**src/core/lcd_timing_params.svh**
```systemverilog
// constants for the lcd input timing configuration block
`ifndef LCD_TIMING_PARAMS_SVH
`define LCD_TIMING_PARAMS_SVH
`define RN_HSTART 8'h01
`define RN_VSTART 8'h02
`define RN_VPIX 8'h03
`define RN_STBY 8'h04
`define RN_EIGHT 8'h05
`define RN_SETUP 8'h06
`define RN_AMP 8'h08
`define RN_QUARTER 8'h09
`define RST_HSTART 8'h0A
`define RST_VSTART 8'h02
`define RST_VPIX 8'h00
`define RST_STBY 8'h00
`define RST_EIGHT 8'h00
`define RST_SETUP 8'h02
`define RST_AMP 8'h0E
`define RST_QUARTER 8'h00
`define HSTART_MIN 8'h04
`define VSTART_MIN 8'h02
`define NPIX_0 10'h0F0
`define NPIX_1 10'h0F4
`define NPIX_2 10'h1E0
`define NPIX_3 10'h1E8
`define SETUP_MASK 8'h3F
`define BIT0_MASK 8'h01
`define AMP_MASK 8'h1F
`define B_LOWPOW 0
`define B_SCANDIR 1
`define B_SRCORD 2
`define B_FRAMEINV 3
`define B_GOEN 4
`define B_COMSQ 5
`define SW_PHASE_LEN 8'h0F
`endif

```
**src/core/lcd_timing_pkg.sv**
```systemverilog
// types shared by the lcd input timing configuration block
package lcd_timing_pkg;
  typedef struct packed {
    logic [7:0] hstart;
    logic [7:0] vstart;
    logic [7:0] vpix;
    logic [7:0] stby;
    logic [7:0] eight;
    logic [7:0] setup;
    logic [7:0] amp;
    logic [7:0] quarter;
  } cfg_t;
  typedef struct packed {
    logic wr;
    logic rd;
    logic a0;
    logic [7:0] data;
  } cmd_t;
  typedef enum logic [3:0] {
    PH_IDLE = 4'b0001,
    PH_RED = 4'b0010,
    PH_GREEN = 4'b0100,
    PH_BLUE = 4'b1000
  } phase_t;
endpackage

```
**src/core/lcd_input_timing_config.sv**
```systemverilog
// input timing generator configuration and line/frame sequencing
`timescale 1ns/1ps
`include "lcd_timing_params.svh"
module lcd_input_timing_config #(
  parameter int DATA_W = 18,
  parameter int FIFO_DEPTH = 16
) (
  input wire logic REF_CLK_I,
  input wire logic RSTN_I,
  input wire lcd_timing_pkg::cmd_t CMD_I,
  output logic [7:0] CMD_RDATA_O,
  output logic CMD_RVALID_O,
  input wire logic HSYNC_N_I,
  input wire logic VSYNC_N_I,
  input wire logic DOTCLK_I,
  input wire logic [DATA_W-1:0] PIX_I,
  output logic [DATA_W-1:0] PIX_DATA_O,
  output logic PIX_VALID_O,
  input wire logic PIX_READY_I,
  output logic SCAN_DIR_OUT_O,
  output logic GATE_START_PULSE_OUT_O,
  output logic GATE_SHIFT_O,
  output logic GATE_OUT_ENABLE_FIRST_O,
  output logic COMMON_WAVE_OUT_O,
  output logic RED_SWITCH_OUT_O,
  output logic GREEN_SWITCH_OUT_O,
  output logic BLUE_SWITCH_OUT_O,
  output logic AMP_DRIVE_O,
  output logic SRC_ASCEND_O,
  output logic LOW_POWER_O,
  output logic EIGHT_COLOR_O,
  output logic FRAME_INV_O,
  output logic WHITE_SCREEN_O,
  output logic QUARTER_O
);
  import lcd_timing_pkg::*;

  typedef struct packed {
    logic [7:0] hstart;
    logic [7:0] vstart;
    logic [1:0] vpix;
    logic stby;
    logic quarter;
  } frm_t;
  typedef struct packed {
    logic eight;
    logic lowpow;
    logic frameinv;
  } lin_t;
  typedef struct packed {
    logic [2:0] hs;
    logic [2:0] vs;
    logic [2:0] dc;
    logic [DATA_W-1:0] pd1;
    logic [DATA_W-1:0] pd2;
    logic [7:0] sel;
    cfg_t cfg;
    frm_t frm;
    lin_t lin;
    logic [8:0] dot_cnt;
    logic [9:0] pix_cnt;
    logic [7:0] line_cnt;
    phase_t phase;
    logic [7:0] ph_cnt;
    logic amp;
    logic com;
    logic com_out;
    logic goe;
    logic gstb;
    logic gshift;
    logic pend;
    logic dup;
    logic [DATA_W-1:0] pdat;
    logic [7:0] rdata;
    logic rvalid;
  } st_t;

  st_t s_q, s_d;
  logic fifo_ready;

  if (DATA_W < 1 || FIFO_DEPTH < 2) begin : g_bad_param
    $error("lcd_input_timing_config needs DATA_W>=1, FIFO_DEPTH>=2");
  end

  // codes below the floor clamp up to it
  function automatic logic [7:0] start_eff(input logic [7:0] code,
                                           input logic [7:0] floor_v);
    start_eff = (code < floor_v) ? floor_v : code;
  endfunction

  function automatic logic [9:0] npix(input logic [1:0] code);
    case (code)
      2'h0: npix = `NPIX_0;
      2'h1: npix = `NPIX_1;
      2'h2: npix = `NPIX_2;
      default: npix = `NPIX_3;
    endcase
  endfunction

  function automatic logic [7:0] rd_reg(input cfg_t c, input logic [7:0] a);
    case (a)
      `RN_HSTART: rd_reg = c.hstart;
      `RN_VSTART: rd_reg = c.vstart;
      `RN_VPIX: rd_reg = c.vpix;
      `RN_STBY: rd_reg = c.stby;
      `RN_EIGHT: rd_reg = c.eight;
      `RN_SETUP: rd_reg = c.setup;
      `RN_AMP: rd_reg = c.amp;
      `RN_QUARTER: rd_reg = c.quarter;
      default: rd_reg = 8'h00;
    endcase
  endfunction

  logic hfall, vfall, dcrise;
  logic [7:0] h_eff, v_eff, nline;
  assign hfall = s_q.hs[2] && !s_q.hs[1];
  assign vfall = s_q.vs[2] && !s_q.vs[1];
  assign dcrise = s_q.dc[1] && !s_q.dc[2];
  assign h_eff = start_eff(s_q.frm.hstart, `HSTART_MIN);
  assign v_eff = start_eff(s_q.frm.vstart, `VSTART_MIN);
  assign nline = (s_q.line_cnt == 8'hFF) ? s_q.line_cnt
                                         : s_q.line_cnt + 8'h01;

  always_comb begin
    s_d = s_q;
    s_d.hs = {s_q.hs[1:0], HSYNC_N_I};
    s_d.vs = {s_q.vs[1:0], VSYNC_N_I};
    s_d.dc = {s_q.dc[1:0], DOTCLK_I};
    s_d.pd1 = PIX_I;
    s_d.pd2 = s_q.pd1;
    s_d.rvalid = 1'b0;
    s_d.gstb = 1'b0;
    s_d.gshift = 1'b0;

    // command port: a0 low selects a register, a0 high writes it
    if (CMD_I.wr && !CMD_I.a0)
      s_d.sel = CMD_I.data;
    if (CMD_I.wr && CMD_I.a0) begin
      case (s_q.sel)
        `RN_HSTART: s_d.cfg.hstart = CMD_I.data;
        `RN_VSTART: s_d.cfg.vstart = CMD_I.data;
        `RN_VPIX: s_d.cfg.vpix = CMD_I.data;
        `RN_STBY: s_d.cfg.stby = CMD_I.data & `BIT0_MASK;
        `RN_EIGHT: s_d.cfg.eight = CMD_I.data & `BIT0_MASK;
        `RN_SETUP: s_d.cfg.setup = CMD_I.data & `SETUP_MASK;
        `RN_AMP: s_d.cfg.amp = CMD_I.data & `AMP_MASK;
        `RN_QUARTER: s_d.cfg.quarter = CMD_I.data & `BIT0_MASK;
        default: s_d.cfg = s_q.cfg;
      endcase
    end
    if (CMD_I.rd) begin
      s_d.rdata = rd_reg(s_q.cfg, s_q.sel);
      s_d.rvalid = 1'b1;
    end

    // pending pixel drains into the fifo; a duplicate follows it
    if (s_q.pend && fifo_ready) begin
      s_d.pend = s_q.dup;
      s_d.dup = 1'b0;
    end

    if (vfall) begin
      // frame-timed settings only move at the frame boundary
      s_d.frm.hstart = s_q.cfg.hstart;
      s_d.frm.vstart = s_q.cfg.vstart;
      s_d.frm.vpix = s_q.cfg.vpix[1:0];
      s_d.frm.stby = s_q.cfg.stby[0];
      s_d.frm.quarter = s_q.cfg.quarter[0];
      s_d.line_cnt = 8'h00;
      // a count left from the last line would exceed a smaller new limit
      s_d.pix_cnt = 10'h000;
      if (s_q.lin.frameinv)
        s_d.com = !s_q.com;
    end

    if (hfall) begin
      s_d.lin.eight = s_q.cfg.eight[0];
      s_d.lin.lowpow = !s_q.cfg.setup[`B_LOWPOW];
      s_d.lin.frameinv = s_q.cfg.setup[`B_FRAMEINV];
      s_d.dot_cnt = 9'h000;
      s_d.pix_cnt = 10'h000;
      if (!vfall)
        s_d.line_cnt = nline;
      s_d.phase = PH_RED;
      s_d.ph_cnt = 8'h00;
      if (!s_q.lin.frameinv)
        s_d.com = !s_q.com;
      s_d.gstb = !vfall && nline == v_eff;
      s_d.gshift = !vfall && nline >= v_eff;
    end else if (dcrise) begin
      if (s_q.dot_cnt != 9'h1FF)
        s_d.dot_cnt = s_q.dot_cnt + 9'h001;
      if (s_q.phase != PH_IDLE) begin
        if (s_q.ph_cnt == `SW_PHASE_LEN - 8'h01) begin
          s_d.ph_cnt = 8'h00;
          case (s_q.phase)
            PH_RED: s_d.phase = PH_GREEN;
            PH_GREEN: s_d.phase = PH_BLUE;
            default: s_d.phase = PH_IDLE;
          endcase
          // quarter mode scans a second gate line as the green phase ends
          if (s_q.phase == PH_GREEN && s_q.frm.quarter &&
              s_q.line_cnt >= v_eff)
            s_d.gshift = 1'b1;
        end else begin
          s_d.ph_cnt = s_q.ph_cnt + 8'h01;
        end
      end
      // dot count after this edge must exceed the start delay
      if (s_q.line_cnt >= v_eff && !s_q.frm.stby &&
          s_q.dot_cnt >= {1'b0, h_eff} &&
          s_q.pix_cnt < npix(s_q.frm.vpix)) begin
        s_d.pix_cnt = s_q.pix_cnt + (s_q.frm.quarter ? 10'h002
                                                      : 10'h001);
        // a pixel arriving while the fifo stalls is lost
        if (!s_d.pend) begin
          s_d.pend = 1'b1;
          s_d.pdat = s_q.pd2;
          s_d.dup = s_q.frm.quarter;
        end
      end
    end

    // amp drive opens at the start of each colour phase
    s_d.amp = s_d.phase != PH_IDLE &&
              s_d.ph_cnt < {3'h0, s_d.cfg.amp[4:0]};
    // forcing follows the stored bit, so a low bit always wins next cycle
    s_d.goe = s_d.line_cnt >= v_eff &&
              s_q.cfg.setup[`B_GOEN];
    s_d.com_out = s_d.com && s_q.cfg.setup[`B_COMSQ] &&
                  !s_d.frm.stby;
  end

  always_ff @(posedge REF_CLK_I or negedge RSTN_I) begin
    if (!RSTN_I) begin
      s_q <= '0;
      s_q.hs <= 3'h7;
      s_q.vs <= 3'h7;
      s_q.phase <= PH_IDLE;
      s_q.cfg <= '{`RST_HSTART, `RST_VSTART, `RST_VPIX, `RST_STBY,
                   `RST_EIGHT, `RST_SETUP, `RST_AMP, `RST_QUARTER};
      s_q.frm <= '{`RST_HSTART, `RST_VSTART, 2'h0, 1'b0, 1'b0};
      s_q.lin <= '{1'b0, 1'b0, 1'b0};
    end else begin
      s_q <= s_d;
    end
  end

  pix_fifo #(
    .W(DATA_W),
    .DEPTH(FIFO_DEPTH)
  ) u_fifo (
    .clk_i(REF_CLK_I),
    .rstn_i(RSTN_I),
    .in_valid_i(s_q.pend),
    .in_ready_o(fifo_ready),
    .in_data_i(s_q.pdat),
    .out_valid_o(PIX_VALID_O),
    .out_ready_i(PIX_READY_I),
    .out_data_o(PIX_DATA_O)
  );

  assign CMD_RDATA_O = s_q.rdata;
  assign CMD_RVALID_O = s_q.rvalid;
  assign SCAN_DIR_OUT_O = s_q.cfg.setup[`B_SCANDIR];
  assign SRC_ASCEND_O = s_q.cfg.setup[`B_SRCORD];
  assign GATE_START_PULSE_OUT_O = s_q.gstb;
  assign GATE_SHIFT_O = s_q.gshift;
  assign GATE_OUT_ENABLE_FIRST_O = s_q.goe;
  assign COMMON_WAVE_OUT_O = s_q.com_out;
  assign RED_SWITCH_OUT_O = s_q.phase[1];
  assign GREEN_SWITCH_OUT_O = s_q.phase[2];
  assign BLUE_SWITCH_OUT_O = s_q.phase[3];
  assign AMP_DRIVE_O = s_q.amp;
  assign LOW_POWER_O = s_q.lin.lowpow;
  assign EIGHT_COLOR_O = s_q.lin.eight;
  assign FRAME_INV_O = s_q.lin.frameinv;
  assign WHITE_SCREEN_O = s_q.frm.stby;
  assign QUARTER_O = s_q.frm.quarter;

  a_hstart_floor : assert property (
    @(posedge REF_CLK_I) disable iff (!RSTN_I)
    (dcrise && !hfall && s_q.dot_cnt < 9'h004) |=>
      !s_q.pend || $past(s_q.pend))
    else $error("pixel taken before four dot clocks");
  a_vstart_floor : assert property (
    @(posedge REF_CLK_I) disable iff (!RSTN_I)
    (hfall && !vfall && s_q.line_cnt == 8'h00) |=> !s_q.gshift)
    else $error("gate scan on first line after vsync");
  a_pixel_limit : assert property (
    @(posedge REF_CLK_I) disable iff (!RSTN_I)
    s_q.pix_cnt <= npix(s_q.frm.vpix) + 10'h001)
    else $error("valid pixel count exceeded");
  a_frame_shadow : assert property (
    @(posedge REF_CLK_I) disable iff (!RSTN_I)
    !$stable(s_q.frm) |-> $past(vfall))
    else $error("frame setting moved outside frame start");
  a_standby_white : assert property (
    @(posedge REF_CLK_I) disable iff (!RSTN_I)
    WHITE_SCREEN_O |=> !COMMON_WAVE_OUT_O || !WHITE_SCREEN_O)
    else $error("common output toggles in standby");
  a_line_shadow : assert property (
    @(posedge REF_CLK_I) disable iff (!RSTN_I)
    !$stable(FRAME_INV_O) |-> $past(hfall))
    else $error("inversion changed outside line start");
  a_goe_forced : assert property (
    @(posedge REF_CLK_I) disable iff (!RSTN_I)
    !s_q.cfg.setup[`B_GOEN] |=> !GATE_OUT_ENABLE_FIRST_O)
    else $error("first gate enable not forced low");
  a_com_held : assert property (
    @(posedge REF_CLK_I) disable iff (!RSTN_I)
    !s_q.cfg.setup[`B_COMSQ] |=> !COMMON_WAVE_OUT_O)
    else $error("common square wave not held low");
  a_amp_start : assert property (
    @(posedge REF_CLK_I) disable iff (!RSTN_I)
    ($rose(RED_SWITCH_OUT_O) && s_q.cfg.amp != 8'h00) |-> AMP_DRIVE_O)
    else $error("amp drive missing at red switch start");
  a_quarter_dup : assert property (
    @(posedge REF_CLK_I) disable iff (!RSTN_I)
    ($rose(s_q.pend) && s_q.dup) |-> ##[1:40] (s_q.pend && !s_q.dup))
    else $error("quarter duplicate pixel not issued");
endmodule // lcd_input_timing_config

```
**src/core/pix_fifo.sv**
```systemverilog
// pixel fifo with registered output stage
`timescale 1ns/1ps
module pix_fifo #(
  parameter int W = 18,
  parameter int DEPTH = 16
) (
  input wire logic clk_i,
  input wire logic rstn_i,
  input wire logic in_valid_i,
  output logic in_ready_o,
  input wire logic [W-1:0] in_data_i,
  output logic out_valid_o,
  input wire logic out_ready_i,
  output logic [W-1:0] out_data_o
);
  localparam int AW = $clog2(DEPTH);
  typedef struct packed {
    logic [AW-1:0] wp;
    logic [AW-1:0] rp;
    logic [AW:0] cnt;
    logic ov;
    logic [W-1:0] od;
  } fst_t;
  fst_t s_q, s_d;
  logic [W-1:0] mem [DEPTH];
  logic push, pop, load;

  if (DEPTH < 2 || (1 << AW) != DEPTH) begin : g_bad_depth
    $error("pix_fifo depth must be a power of two, at least 2");
  end

  assign in_ready_o = s_q.cnt != (AW+1)'(DEPTH);
  assign push = in_valid_i && in_ready_o;
  // output stage refills whenever it is empty or being taken
  assign load = (!s_q.ov || out_ready_i) && s_q.cnt != '0;
  assign pop = load;

  always_comb begin
    s_d = s_q;
    if (push)
      s_d.wp = s_q.wp + 1'b1;
    if (pop) begin
      s_d.rp = s_q.rp + 1'b1;
      s_d.od = mem[s_q.rp];
    end
    if (s_q.ov && out_ready_i)
      s_d.ov = 1'b0;
    if (load)
      s_d.ov = 1'b1;
    s_d.cnt = s_q.cnt + {{AW{1'b0}}, push} - {{AW{1'b0}}, pop};
  end

  always_ff @(posedge clk_i or negedge rstn_i) begin
    if (!rstn_i)
      s_q <= '0;
    else
      s_q <= s_d;
  end

  always_ff @(posedge clk_i) begin
    if (push)
      mem[s_q.wp] <= in_data_i;
  end

  assign out_valid_o = s_q.ov;
  assign out_data_o = s_q.od;
endmodule // pix_fifo

```
**config.mk**
```make
export PLATFORM = sky130hd
export DESIGN_NAME = lcd_input_timing_config
export DESIGN_NICKNAME = d
export VERILOG_FILES = /design/src/core/lcd_timing_pkg.sv /design/src/core/lcd_input_timing_config.sv /design/src/core/pix_fifo.sv
export VERILOG_INCLUDE_DIRS = /design/src /design/src/core
export SDC_FILE = /design/constraint.sdc
export NUM_CORES = 1
export LEC_CHECK = 0
export BUFFER_PORTS_ARGS = -buffer_cell sky130_fd_sc_hd__buf_2
export CAP_MARGIN = 20
export CORE_MARGIN = 2
export CORE_UTILIZATION = 66
export CTS_CLUSTER_SIZE = 16
export DETAILED_ROUTE_END_ITERATION = 10
export MAX_ROUTING_LAYER = met4
export PLACE_DENSITY = 0.84
export SYNTH_ARGS = -nofsm -noshare
export SYNTH_HDL_FRONTEND = slang
export SYNTH_HIERARCHICAL = 1
export SYNTH_SLANG_ARGS = --single-unit
```
**constraint.sdc**
```tcl
create_clock -name REF_CLK_I -period 5.7 [get_ports REF_CLK_I]
set_clock_uncertainty 0.1 [all_clocks]
set_input_delay 0.855 -clock REF_CLK_I [delete_from_list [all_inputs] [get_ports REF_CLK_I]]
set_output_delay 0.855 -clock REF_CLK_I [all_outputs]
set_load 0.01 [all_outputs]
```
==> impl_metrics.csv <==
group,metric,value,unit
detailed_routing,vias_per_cell,6.58,
yosys,ys_types,64,
floorplanning,rows,65,
status,status,"complete, no violations",
worst_setup_path,r2r.worst_path.cells,10,
detailed_routing,vias,12200,
clock_network,cts_tree,"yes",
power,switching_share,0.285,
global_route,grt_pass1_vias,12700,
yosys,synthCells,1347,
sta,rsz0062_at_grt,"no",
yosys,synthTopCellsByArea,"edfxtp_1 41%, dfrtp_1 24%, mux4_2 7.8%",
floorplanning,dieArea,0.0335,mm2
floorplanning,core_area,0.0316,mm2
cells_and_area,final_common_cell,"edfxtp_1",
worst_setup_path,r2r_slack,2.27,ns
yosys,yosys.area_share.simple,0.0639,
place,gp_congestion,0.855,
yosys,synth-seq-cells,508,
cells_and_area,area_growth,11.1,%
yosys,synth-edff-count,288,
clock_network,h-tree-depth,2,
detailed_routing,firstDrtPassIters,7,
worst_setup_path,rr_endpoint,"s_q[23]",
worst_setup_path,timing.rr.start,"s_q[93]",
yosys,synth_top_family_by_area,"multiplexers",
clock_network,numCtsBuffers,48,
power,irDropWorstVdd,305,uV
yosys,syn_nets,1441,
place,numPortBuffers,77,
cells_and_area,final_layout_size_suffix_gt1_frac,0.242,
global_route,track_usage,0.304,
worst_setup_path,crit_end,"s_q[23]",
cells_and_area,layout.nets,1510,
worst_setup_path,worst_path_max_delay_cell,"nor4_4",
worst_setup_path,critical_path_class,"flip-flop to flip-flop",
power,finalPower,10.1,mW
clock_network,ctsResizeCount,0,
worst_setup_path,critPathLaunchType,"flip-flop",
yosys,ys.flop_type,"edfxtp_1",
cells_and_area,final_cell_mix,"288 x edfxtp_1, 201 x dfrtp_1, 76 x buf_2",
worst_setup_path,cp_slowest_stage_delay,0.67,ns
worst_setup_path,worstPathMaxFanout,19,
detailed_routing,antenna_left,0,
clock_network,cts.sinks,508,
hold_path,hp-class,"flip-flop to flip-flop",
sta,whs,0.246,ns
clock_network,clock_latency,0.55,ns
cells_and_area,fill_cells,1856,
flow_run,cap_violations,0,
global_route,grt_max_degree,130,
clock_network,cts_root_buf,"clkbuf_16",
sta,post-route-period-util,0.602,
yosys,yosysTopAreaCellShare,0.409,
global_route,grt.overflow.total,0,
global_route,antenna_found_initial,1,
worst_setup_path,required,6.03,ns
worst_setup_path,startpoint,"s_q[93]",
floorplanning,io_pins,78,
yosys,syn_avg_cell_area,15.7,um2
sta,tns,0,ns
yosys,synthAdderAreaFrac,0.0357,
power,p_int,7.20,mW
yosys,synthMuxAreaShare,0.131,
floorplanning,die_width,183,um
yosys,synth_largest_area_cell,"edfxtp_1",
worst_setup_path,cp.depth,10,
sta,hold_viol,0,
worst_setup_path,worst_setup_path_end_kind,"flip-flop",
detailed_routing,drt-initial-drc-count,1141,
global_route,grt_pass1_wl,74.1,mm
clock_network,post_cts_buffers,0,
sta,setup_viol,0,
cells_and_area,regArea,0.0142,mm2
clock_network,clk_pin_slew,0.06,ns
clock_network,cts_hold_buf,0,
yosys,netlist_area,0.0211,mm2
detailed_routing,routedWlPerCell,26.1,um
yosys,yosysSeqAreaShare,0.671,
power,p_per_area,429,mW/mm2
yosys,synth_warnings,6,
sta,fmax,292,MHz
worst_setup_path,cp_cell_sequence,"nor4_1, nand2_1, and2_1, ha_1, nor2b_1, o21ai_0, a21oi_1, nor4_4, nand2_4, mux2_4",
power,p_seq_frac,0.489,
floorplanning,fp.dieH,183,um
place,hpwl,27.1,mm
floorplanning,start_util,0.670,
detailed_routing,wl,48.6,mm
sta,slew_headroom,0.206,
worst_setup_path,critPathTopFamily,"simple AND/OR/NAND/NOR gates",
sta,worst_slew_pin_slew,1.19,ns
sta,final.min_clock_period,3.43,ns
power,comb_power_share,0.193,
sta,slew_violations,0,
detailed_routing,drc,0,
power,p_sw,2.87,mW
worst_setup_path,cp.buffers_inverters,0,
cells_and_area,multi_input_area,0.00630,mm2
worst_setup_path,arrival,3.76,ns
yosys,synth-xor-area-share,0.0120,
power,p_clk_frac,0.318,
yosys,synthArstFlopShare,0.433,
yosys,synth-compound-area-share,0.0537,
power,leakage,9.35,nW
clock_network,cts_buffer_depth,3,
[how the worst min path moves through the flow]
stage                         from  endpoint  depth (start not counted)
after floorplan           s_d[206]  s_d[207]                          0
after CTS                 s_d[179]  s_q[179]                          0
final                     s_d[179]  s_q[179]                          0
after detailed placement  s_d[181]  s_q[181]                          0
after global routing      s_d[179]  s_q[179]                          0
after global placement    s_d[172]  s_q[172]                          0
[logic make-up (layout without fill, tap and decap cells)]
| group | count (synthesis) | count (layout) |
|---|---|---|
| XOR/XNOR | 29 | 29 |
| AND/OR/NAND/NOR | 259 | 259 |
| buffers and inverters | 141 | 250 |
| adder cells (fa/ha/maj) | 59 | 59 |
| other | 0 | 1 |
| AO/OA/AOI/OAI | 177 | 177 |
| flip-flops | 508 | 508 |
| multiplexers | 174 | 174 |
[per-layer routing]
metal / routed length [um] / vias to the layer above / track usage / part of all wire
met5: 0 / - / - / 0
met4: 1370 / 0 / 0.0963 / 0.028
met3: 3290 / 123 / 0.0407 / 0.068
met2: 26100 / 668 / 0.533 / 0.54
met1: 17800 / 6228 / 0.372 / 0.37
li1: - / 5207 / - / -
[synthesized netlist by cell type, drive strengths merged, types with 25 or more instances]
| library cell | n |
|---|---|
| nand2 | 70 |
| o21ai | 37 |
| a21o | 26 |
| dfrtp | 203 |
| inv | 59 |
| edfxtp | 288 |
| nand3 | 25 |
| buf | 53 |
| nor2 | 48 |
| clkbuf | 29 |
| mux4 | 73 |
| ha | 57 |
| a21oi | 38 |
| o22ai | 25 |
| mux2 | 70 |
| mux2i | 31 |
[worst reg2reg max path: cells and delay by family, from the launching register on]
kind / cells / cell delay, ns
muxes: 1 / 0.43
AOI/OAI and AO/OA: 2 / 0.34
adders and majority gates: 1 / 0.27
DFF: 1 / 0.39
and+or+nand+nor: 6 / 1.78
[area by class of cell]
| cell class | instances | share of cell area |
|---|---|---|
| antenna | 1 | 0.000107 |
| clock buffer | 66 | 0.0564 |
| clock inverter | 24 | 0.0107 |
| inverter | 59 | 0.00944 |
| multi-input combinational | 698 | 0.269 |
| sequential | 508 | 0.604 |
| tap | 402 | 0.0214 |
| timing repair buffer | 101 | 0.0291 |
[metrics by stage]
stage	area (um2)	setup slack (ns)	cells	util
after global routing	23500	2.05	1859	0.744
after global placement	21800	2.51	1762	0.689
final	23500	2.27	1859	0.744
after CTS	23300	2.29	1852	0.739
after floorplan	21100	2.25	1347	-
after detailed placement	21800	2.35	1762	0.689
[power by group through the flow]
stage	sequential (mW)	combinational (mW)	clock (mW)
2_1_floorplan	4.64	1.68	0
3_3_place_gp	4.95	1.79	0
3_5_place_dp	4.98	1.86	0
4_1_cts	4.92	1.93	3.23
5_1_grt	4.99	2.08	3.40
6_report	4.93	1.94	3.20
[state kept, by name, summed over array words and instances (netlist names), 8 cells and up]
name and flops:
CMD_RDATA_O 8, s_d 24, s_q 140, u_fifo/mem 288
u_fifo/out_data_o 18, u_fifo/s_q 13
(Power assumes the default switching activity.)
